[src/udo_pkg.sv]
// Purpose: Shared constants and types for the drive-side data-out burst handshake.
// Assumes: A 125 MHz core clock; all link pins arrive asynchronously.
// Notes:   Timing constants are given in ns and converted to cycles here.

package udo_pkg;

  localparam int          DATA_W        = 16;
  localparam int          FIFO_DEPTH    = 16;
  localparam int          RESERVE_WORDS = 3;
  localparam int          LEVEL_W       = 5;
  localparam logic [4:0]  PAUSE_LEVEL   = 5'(FIFO_DEPTH - RESERVE_WORDS - 1);

  localparam logic [15:0] CRC_SEED      = 16'h4ABA;
  localparam logic [15:0] CRC_POLY      = 16'h1021;

  localparam int          CLK_PERIOD_NS = 8;
  localparam int          T_RP_NS       = 160;
  localparam int          RP_CYCLES     = (T_RP_NS + CLK_PERIOD_NS - 1) / CLK_PERIOD_NS;
  localparam logic [7:0]  RP_LOAD       = 8'(RP_CYCLES - 1);

  localparam int          ERR_ICRC_BIT  = 7;
  localparam int          ERR_ABRT_BIT  = 2;
  localparam logic [7:0]  ERR_RST       = 8'h00;

  localparam int          SYNC_W        = DATA_W + 3;
  localparam logic [18:0] SYNC_RST      = {1'b0, 1'b0, 1'b1, 16'h0000};

  typedef enum logic [2:0]
  {
    ST_IDLE    = 3'b000,
    ST_REQ     = 3'b001,
    ST_XFER    = 3'b010,
    ST_PAUSE   = 3'b011,
    ST_RP_WAIT = 3'b100,
    ST_HALT    = 3'b101
  } udo_state_e;

endpackage : udo_pkg

[src/udo_fifo.sv]
// Purpose: Small word buffer with registered read data.
// Assumes: Single clock; writes are dropped while full.
// Notes:   level_out counts words held in the memory, not the output register.

module udo_fifo
  import udo_pkg::*;
#(
  parameter int W = 16,
  parameter int D = 16
)
(
  input  wire logic         clk_in,
  input  wire logic         sys_rst_in,
  input  wire logic [W-1:0] wr_data_in,
  input  wire logic         wr_valid_in,
  output logic              wr_ready_out,
  output logic [W-1:0]      rd_data_out,
  output logic              rd_valid_out,
  input  wire logic         rd_ready_in,
  output logic [$clog2(D):0] level_out
);

  localparam int AW = $clog2(D);

  logic [W-1:0] mem_reg [D];
  logic [AW-1:0] wr_ptr_reg;
  logic [AW-1:0] rd_ptr_reg;
  logic [AW:0]   count_reg;
  logic          push;
  logic          pop;

  assign wr_ready_out = (count_reg != (AW+1)'(D));
  assign level_out    = count_reg;
  assign push         = wr_valid_in && wr_ready_out;
  assign pop          = (count_reg != '0) && (!rd_valid_out || rd_ready_in);

  always_ff @(posedge clk_in)
  begin
    if (push)
    begin
      mem_reg[wr_ptr_reg] <= wr_data_in;
    end
  end

  always_ff @(posedge clk_in or posedge sys_rst_in)
  begin
    if (sys_rst_in)
    begin
      wr_ptr_reg   <= '0;
      rd_ptr_reg   <= '0;
      count_reg    <= '0;
      rd_data_out  <= '0;
      rd_valid_out <= 1'b0;
    end
    else
    begin
      if (push)
      begin
        wr_ptr_reg <= wr_ptr_reg + 1'b1;
      end
      if (pop)
      begin
        rd_ptr_reg  <= rd_ptr_reg + 1'b1;
        rd_data_out <= mem_reg[rd_ptr_reg];
      end
      if (pop)
      begin
        rd_valid_out <= 1'b1;
      end
      else if (rd_ready_in)
      begin
        rd_valid_out <= 1'b0;
      end
      count_reg <= count_reg + (AW+1)'(push) - (AW+1)'(pop);
    end
  end

endmodule : udo_fifo

[src/udo_dout.sv]
// Purpose: Drive-side handshake for data-out bursts: pause, termination, CRC check.
// Assumes: Host pins are asynchronous and slow against the core clock.
// Notes:   Strobe edges are found by oversampling; data is taken one stage late.

module udo_dout
  import udo_pkg::*;
(
  input  wire logic              clk_in,
  input  wire logic              sys_rst_in,
  input  wire logic              hstrobe_in,
  input  wire logic              stop_in,
  input  wire logic              dmack_n_in,
  input  wire logic [DATA_W-1:0] dd_in,
  output logic                   dmarq_out,
  output logic                   ddmardy_n_out,
  output logic                   ddmardy_oe_out,
  input  wire logic              burst_req_in,
  input  wire logic              pause_req_in,
  input  wire logic              term_req_in,
  input  wire logic              cmd_start_in,
  input  wire logic              cmd_end_in,
  output logic [DATA_W-1:0]      word_out,
  output logic                   word_valid_out,
  input  wire logic              word_ready_in,
  output logic                   burst_active_out,
  output logic                   burst_done_out,
  output logic                   crc_err_out,
  output logic                   overrun_out,
  output logic [7:0]             err_reg_out
);

  ////////////////////////////////////////////////////////////////////////////////
  // Input synchronisers.

  logic [SYNC_W-1:0] sync1_reg;
  logic [SYNC_W-1:0] sync2_reg;
  logic [SYNC_W-1:0] sync3_reg;

  always_ff @(posedge clk_in or posedge sys_rst_in)
  begin
    if (sys_rst_in)
    begin
      sync1_reg <= SYNC_RST;
      sync2_reg <= SYNC_RST;
      sync3_reg <= SYNC_RST;
    end
    else
    begin
      sync1_reg <= {hstrobe_in, stop_in, dmack_n_in, dd_in};
      sync2_reg <= sync1_reg;
      sync3_reg <= sync2_reg;
    end
  end

  logic              strobe_edge;
  logic              stop_lvl;
  logic              dmack_act;
  logic              dmack_rise;
  logic [DATA_W-1:0] data_word;

  assign strobe_edge = sync2_reg[18] ^ sync3_reg[18];
  assign stop_lvl    = sync2_reg[17];
  assign dmack_act   = !sync2_reg[16];
  assign dmack_rise  = sync2_reg[16] && !sync3_reg[16];
  assign data_word   = sync3_reg[DATA_W-1:0];

  ////////////////////////////////////////////////////////////////////////////////
  // Word buffer.

  logic           take_word;
  logic           fifo_wr_ready;
  logic [LEVEL_W-1:0] fifo_level;
  logic           near_full;

  udo_fifo #(
    .W (DATA_W),
    .D (FIFO_DEPTH)
  ) u_fifo (
    .clk_in       (clk_in),
    .sys_rst_in   (sys_rst_in),
    .wr_data_in   (data_word),
    .wr_valid_in  (take_word),
    .wr_ready_out (fifo_wr_ready),
    .rd_data_out  (word_out),
    .rd_valid_out (word_valid_out),
    .rd_ready_in  (word_ready_in),
    .level_out    (fifo_level)
  );

  assign near_full = (fifo_level >= PAUSE_LEVEL) || !fifo_wr_ready;

  ////////////////////////////////////////////////////////////////////////////////
  // Burst state machine.

  udo_state_e state_reg;
  udo_state_e state_next;
  logic       got_word_reg;
  logic [7:0] rp_cnt_reg;

  always_comb
  begin
    state_next = state_reg;
    case (state_reg)
      ST_IDLE:
      begin
        if (burst_req_in)
        begin
          state_next = ST_REQ;
        end
      end
      ST_REQ:
      begin
        if (dmack_act && !stop_lvl)
        begin
          state_next = ST_XFER;
        end
      end
      ST_XFER:
      begin
        if (stop_lvl)
        begin
          state_next = ST_HALT;
        end
        else if (got_word_reg && term_req_in)
        begin
          state_next = ST_RP_WAIT;
        end
        else if (got_word_reg && (pause_req_in || near_full))
        begin
          state_next = ST_PAUSE;
        end
      end
      ST_PAUSE:
      begin
        if (stop_lvl)
        begin
          state_next = ST_HALT;
        end
        else if (term_req_in)
        begin
          state_next = ST_RP_WAIT;
        end
        else if (!pause_req_in && !near_full)
        begin
          state_next = ST_XFER;
        end
      end
      ST_RP_WAIT:
      begin
        if (stop_lvl || (rp_cnt_reg == 8'h00))
        begin
          state_next = ST_HALT;
        end
      end
      ST_HALT:
      begin
        if (!dmack_act)
        begin
          state_next = ST_IDLE;
        end
      end
      default:
      begin
        state_next = ST_IDLE;
      end
    endcase
  end

  always_ff @(posedge clk_in or posedge sys_rst_in)
  begin
    if (sys_rst_in)
    begin
      state_reg <= ST_IDLE;
    end
    else
    begin
      state_reg <= state_next;
    end
  end

  // Words count only while request is still up; later strobe edges are void.
  assign take_word = strobe_edge && ((state_reg == ST_XFER) || (state_reg == ST_PAUSE) ||
                                     (state_reg == ST_RP_WAIT));

  always_ff @(posedge clk_in or posedge sys_rst_in)
  begin
    if (sys_rst_in)
    begin
      got_word_reg <= 1'b0;
    end
    else if (state_reg == ST_IDLE)
    begin
      got_word_reg <= 1'b0;
    end
    else if (take_word)
    begin
      got_word_reg <= 1'b1;
    end
  end

  always_ff @(posedge clk_in or posedge sys_rst_in)
  begin
    if (sys_rst_in)
    begin
      rp_cnt_reg <= RP_LOAD;
    end
    else if (state_reg != ST_RP_WAIT)
    begin
      rp_cnt_reg <= RP_LOAD;
    end
    else if (rp_cnt_reg != 8'h00)
    begin
      rp_cnt_reg <= rp_cnt_reg - 8'h01;
    end
  end

  ////////////////////////////////////////////////////////////////////////////////
  // Pin drivers.

  always_ff @(posedge clk_in or posedge sys_rst_in)
  begin
    if (sys_rst_in)
    begin
      dmarq_out        <= 1'b0;
      ddmardy_n_out    <= 1'b1;
      ddmardy_oe_out   <= 1'b0;
      burst_active_out <= 1'b0;
    end
    else
    begin
      dmarq_out        <= (state_next == ST_REQ) || (state_next == ST_XFER) ||
                          (state_next == ST_PAUSE) || (state_next == ST_RP_WAIT);
      ddmardy_n_out    <= (state_next != ST_XFER);
      ddmardy_oe_out   <= dmack_act && (state_next != ST_IDLE);
      burst_active_out <= (state_next != ST_IDLE);
    end
  end

  ////////////////////////////////////////////////////////////////////////////////
  // CRC generation and check.

  function automatic logic [15:0] crc_step(input logic [15:0] crc, input logic [15:0] d);
    logic [15:0] c;
    logic        fb;
    c  = crc;
    fb = 1'b0;
    for (int i = 0; i < DATA_W; i++)
    begin
      fb = d[i] ^ c[15];
      c  = {c[14:0], 1'b0} ^ (fb ? CRC_POLY : 16'h0000);
    end
    return c;
  endfunction : crc_step

  logic [15:0] crc_reg;
  logic        crc_check;
  logic        crc_bad;

  always_ff @(posedge clk_in or posedge sys_rst_in)
  begin
    if (sys_rst_in)
    begin
      crc_reg <= CRC_SEED;
    end
    else if (state_reg == ST_IDLE)
    begin
      crc_reg <= CRC_SEED;
    end
    else if (take_word)
    begin
      crc_reg <= crc_step(crc_reg, data_word);
    end
  end

  assign crc_check = (state_reg == ST_HALT) && dmack_rise;
  assign crc_bad   = crc_check && (data_word != crc_reg);

  always_ff @(posedge clk_in or posedge sys_rst_in)
  begin
    if (sys_rst_in)
    begin
      burst_done_out <= 1'b0;
    end
    else
    begin
      burst_done_out <= crc_check;
    end
  end

  ////////////////////////////////////////////////////////////////////////////////
  // Per-command error record.

  always_ff @(posedge clk_in or posedge sys_rst_in)
  begin
    if (sys_rst_in)
    begin
      crc_err_out <= 1'b0;
    end
    else if (crc_bad)
    begin
      crc_err_out <= 1'b1;
    end
    else if (cmd_start_in)
    begin
      crc_err_out <= 1'b0;
    end
  end

  always_ff @(posedge clk_in or posedge sys_rst_in)
  begin
    if (sys_rst_in)
    begin
      overrun_out <= 1'b0;
    end
    else if (take_word && !fifo_wr_ready)
    begin
      overrun_out <= 1'b1;
    end
    else if (cmd_start_in)
    begin
      overrun_out <= 1'b0;
    end
  end

  always_ff @(posedge clk_in or posedge sys_rst_in)
  begin
    if (sys_rst_in)
    begin
      err_reg_out <= ERR_RST;
    end
    else if (cmd_end_in)
    begin
      err_reg_out               <= ERR_RST;
      err_reg_out[ERR_ICRC_BIT] <= crc_err_out || crc_bad;
      err_reg_out[ERR_ABRT_BIT] <= crc_err_out || crc_bad;
    end
    else if (cmd_start_in)
    begin
      err_reg_out <= ERR_RST;
    end
  end

endmodule : udo_dout

[config.mk]
export PLATFORM = sky130hd
export DESIGN_NAME = udo_dout
export DESIGN_NICKNAME = d
export VERILOG_FILES = /design/src/udo_pkg.sv /design/src/udo_fifo.sv /design/src/udo_dout.sv
export SDC_FILE = /design/constraint.sdc
export NUM_CORES = 1
export LEC_CHECK = 0
export ABC_CLOCK_PERIOD_IN_PS = 5000
export BUFFER_PORTS_ARGS = -buffer_cell sky130_fd_sc_hd__buf_4
export CAP_MARGIN = 30
export CELL_PAD_IN_SITES_DETAIL_PLACEMENT = 1
export CELL_PAD_IN_SITES_GLOBAL_PLACEMENT = 1
export CORE_AREA = 2 2 194 196
export DETAILED_ROUTE_END_ITERATION = 6
export DIE_AREA = 0 0 196 198
export HOLD_SLACK_MARGIN = 0.06
export PLACE_DENSITY = 0.63
export SYNTH_ARGS = -nofsm -noshare
export SYNTH_HDL_FRONTEND = slang
export SYNTH_SLANG_ARGS = --single-unit
[constraint.sdc]
create_clock -name clk_in -period 5 [get_ports clk_in]
set_clock_uncertainty 0.2 [all_clocks]
set_input_delay 1 -clock clk_in [delete_from_list [all_inputs] [get_ports clk_in]]
set_output_delay 1 -clock clk_in [all_outputs]
set_load 0.05 [all_outputs]
==> impl_metrics.toml <==
[sta]
max_slew_margin_pct = 37.1
setup_viol = 0
tightestPinTransition_ns = 0.944
period_minus_slack_ns = 3.75
grt_setup_unrepaired = "false"
finalHoldViolCount = 0
hold_ws_ns = 0.145
drv_slew = 0
period_share_pct = 75.0
fin_tns_setup_ns = 0
fmax_ghz = 0.267

[final_layout]
fillers = 3519
fin_nets = 954
num_antenna_cells = 0
drive_gt1_share_pct = 25.7
syn_to_final_growth_pct = 16.8
stdcell_area_um2 = 17400
largest_reg_flops = 256

[clocking]
holdBufCountCts = 0
numCtsBuffers = 41
cts_resized = 0
clk_latency_ns = 0.55
h-tree-depth = 2
clk_path_buf_depth = 3
cts_tree = "built"
cts.sinks = 378
postCtsSetupRepairBufs = 0
cts-root-buf = "clkbuf_16"
clk_pin_slew_ns = 0.06

[worst_setup_path]
r2r_start = "state_reg[0]"
r2r_end = "u_fifo.mem_reg[3][11]"
critical_path.slowest_cell = "and2_1"
cp-end-kind = "register"
max_stage_delay_ns = 0.81
crit_path_cell_trace = "or3b_1 -> a21o_1 -> a31oi_4 -> nor3b_1 -> and2_1"
start_kind = "register"
arrival_ns = 3.72
critPathBufInv = 0
required_ns = 4.96
reg2reg_depth = 5
crit_type = "reg -> reg"
cp_top_family = "simple AND/OR/NAND/NOR gates"
crit_fanout = 21
crit_path_start = "state_reg[0]"
regToRegSetupSlack_ns = 1.25

[die]
core_um2 = 37000
io_pins = 59
initial_core_util_pct = 40.3
dieHeight_um = 198
num_rows = 71
die_area_um2 = 38800
die_x_um = 196

[drt]
viasPerCell = 5.14
wl_per_cell_um = 22.1
route.vias.total = 7289
initialDrtViolationCount = 431
drc_errors = 0
ant_nets = 0
wl_um = 31300
dr.pass1.iters = 4

[synth]
synthFlopType = "edfxtp_1"
ys_seq_elements = 378
avgSynthCellArea_um2 = 17.9
synthTopCellsByArea = "edfxtp_1, dfrtp_1, mux4_2"
synthCells = 830
yosysSeqAreaShare_pct = 72.3
yosys.area.top_type = "edfxtp_1"
synth_top_area_share_pct = 51.7
synth_area_um2 = 14900
synth_edf_count = 256
ys.warnings.count = 0
synthDistinctLibCells = 58
synthArstFlopShare_pct = 32.3

[min_path]
worstHoldEndpoint = "sync2_reg[6]"
hp-class = "reg -> reg"
hold_depth = 0
hp-start = "sync1_reg[6]"

[placement]
dp_hpwl_um = 19700
port-buffer-count = 52
place_area_um2 = 15900
gp_congestion = 0.708

[global_routing]
grt_usage_pct = 16.9
overflow = 0
antenna_found_initial = 0
grt_pass1_vias = 8292
grt_pass1_wl_um = 49400
grt_max_degree = 69

[power]
power_density_nw_per_um2 = 593
ir_drop_mv = 0.325
cellLeakagePower_uw = 0.00628

[run]
cap_violations = 0

[outcome]
status = "finished, final reports clean"
per-stage QoR:
stage	utilization (%)	total power (µW)	cells	worst slack, ns
2_1_floorplan	-	6330	835	0.582
3_3_place_gp	43.0	7150	1340	1.34
3_5_place_dp	43.0	7220	1341	1.18
4_1_cts	46.9	10500	1415	1.11
5_1_grt	47.0	10800	1417	0.961
6_report	47.0	10300	1417	1.25
kinds of logic (layout without fill, tap and decap cells):
family          after synthesis  in the layout  synth area share [%]
compound gates              103            103                  4.72
xor+xnor                     82             82                  5.99
fa+ha+maj                    15             15                  1.31
buf+inv                      67            175                  1.94
flops                       378            378                  72.3
mux                          66             66                  9.83
other cells                   1              6                0.0252
simple gates                118            118                  3.89
routing by layer:
layer / global-route usage [%] / part of all wire (%) / up-vias
li1: - / - / 3319
met1: 22.7 / 45 / 3799
met2: 28.6 / 49 / 115
met3: 2.84 / 3.5 / 56
met4: 5.16 / 2.2 / 0
met5: 0 / 0 / -
power by group:
part	switching [µW]	internal, µW
Clock	1230	1970
Sequential	374	3650
Combinational	1680	1410
Total	3280	7030
worst register-to-register path: stages (launching register included):
cell,delay (ns)
dfrtp_1,0.49
or3b_1,0.53
a21o_1,0.49
a31oi_4,0.45
nor3b_1,0.39
and2_1,0.81
cell usage after synthesis, types with 3 or more instances:
library cell / instances
and2_1: 9
xor2_1: 30
edfxtp_1: 256
buf_4: 7
o21ai_1: 27
nor2b_1: 3
nand3_1: 4
nor3b_1: 5
o21ai_0: 10
inv_1: 27
xnor2_1: 39
nor3_1: 10
clkbuf_1: 22
nand2_1: 40
or3_1: 3
xnor2_2: 3
a21oi_1: 15
a221oi_1: 16
dfstp_2: 15
xnor3_2: 4
nor4_1: 5
nor2_1: 21
ha_1: 14
a22o_1: 17
buf_2: 9
mux4_2: 64
dfrtp_1: 107
nand4_1: 5
o22ai_1: 3
nand2b_1: 7
area by class of cell:
class / instances / area [µm²] / area share, %
Inverter: 27 / 106 / 0.612
Tap cell: 474 / 593 / 3.41
Multi-Input combinational cell: 390 / 3890 / 22.4
Clock inverter: 24 / 282 / 1.62
Timing Repair Buffer: 74 / 583 / 3.35
Clock buffer: 50 / 1160 / 6.70
Sequential cell: 378 / 10800 / 61.9
worst max-delay path by stage:
stage | to | cells past startpoint
after floorplan | burst_active_out | 1
after global placement | u_fifo.mem_reg[2][8] | 5
after detailed placement | u_fifo.mem_reg[2][11] | 5
after CTS | u_fifo.mem_reg[2][5] | 5
after global routing | u_fifo.mem_reg[3][2] | 5
final | u_fifo.mem_reg[3][11] | 5
cell usage in the layout (no fill, tap or decap), types with 17 or more instances in the layout:
| cell type | synthesis | final |
|---|---|---|
| nor2_1 | 21 | 21 |
| a22o_1 | 17 | 17 |
| mux4_2 | 64 | 64 |
| edfxtp_1 | 256 | 256 |
| nand2_1 | 40 | 40 |
| o21ai_1 | 27 | 26 |
| inv_1 | 27 | 26 |
| xor2_1 | 30 | 30 |
| dfrtp_1 | 107 | 105 |
| buf_4 | 7 | 71 |
| xnor2_1 | 39 | 39 |
| clkbuf_16 | 0 | 45 |
No activity file was read; power rests on OpenSTA's default activity.
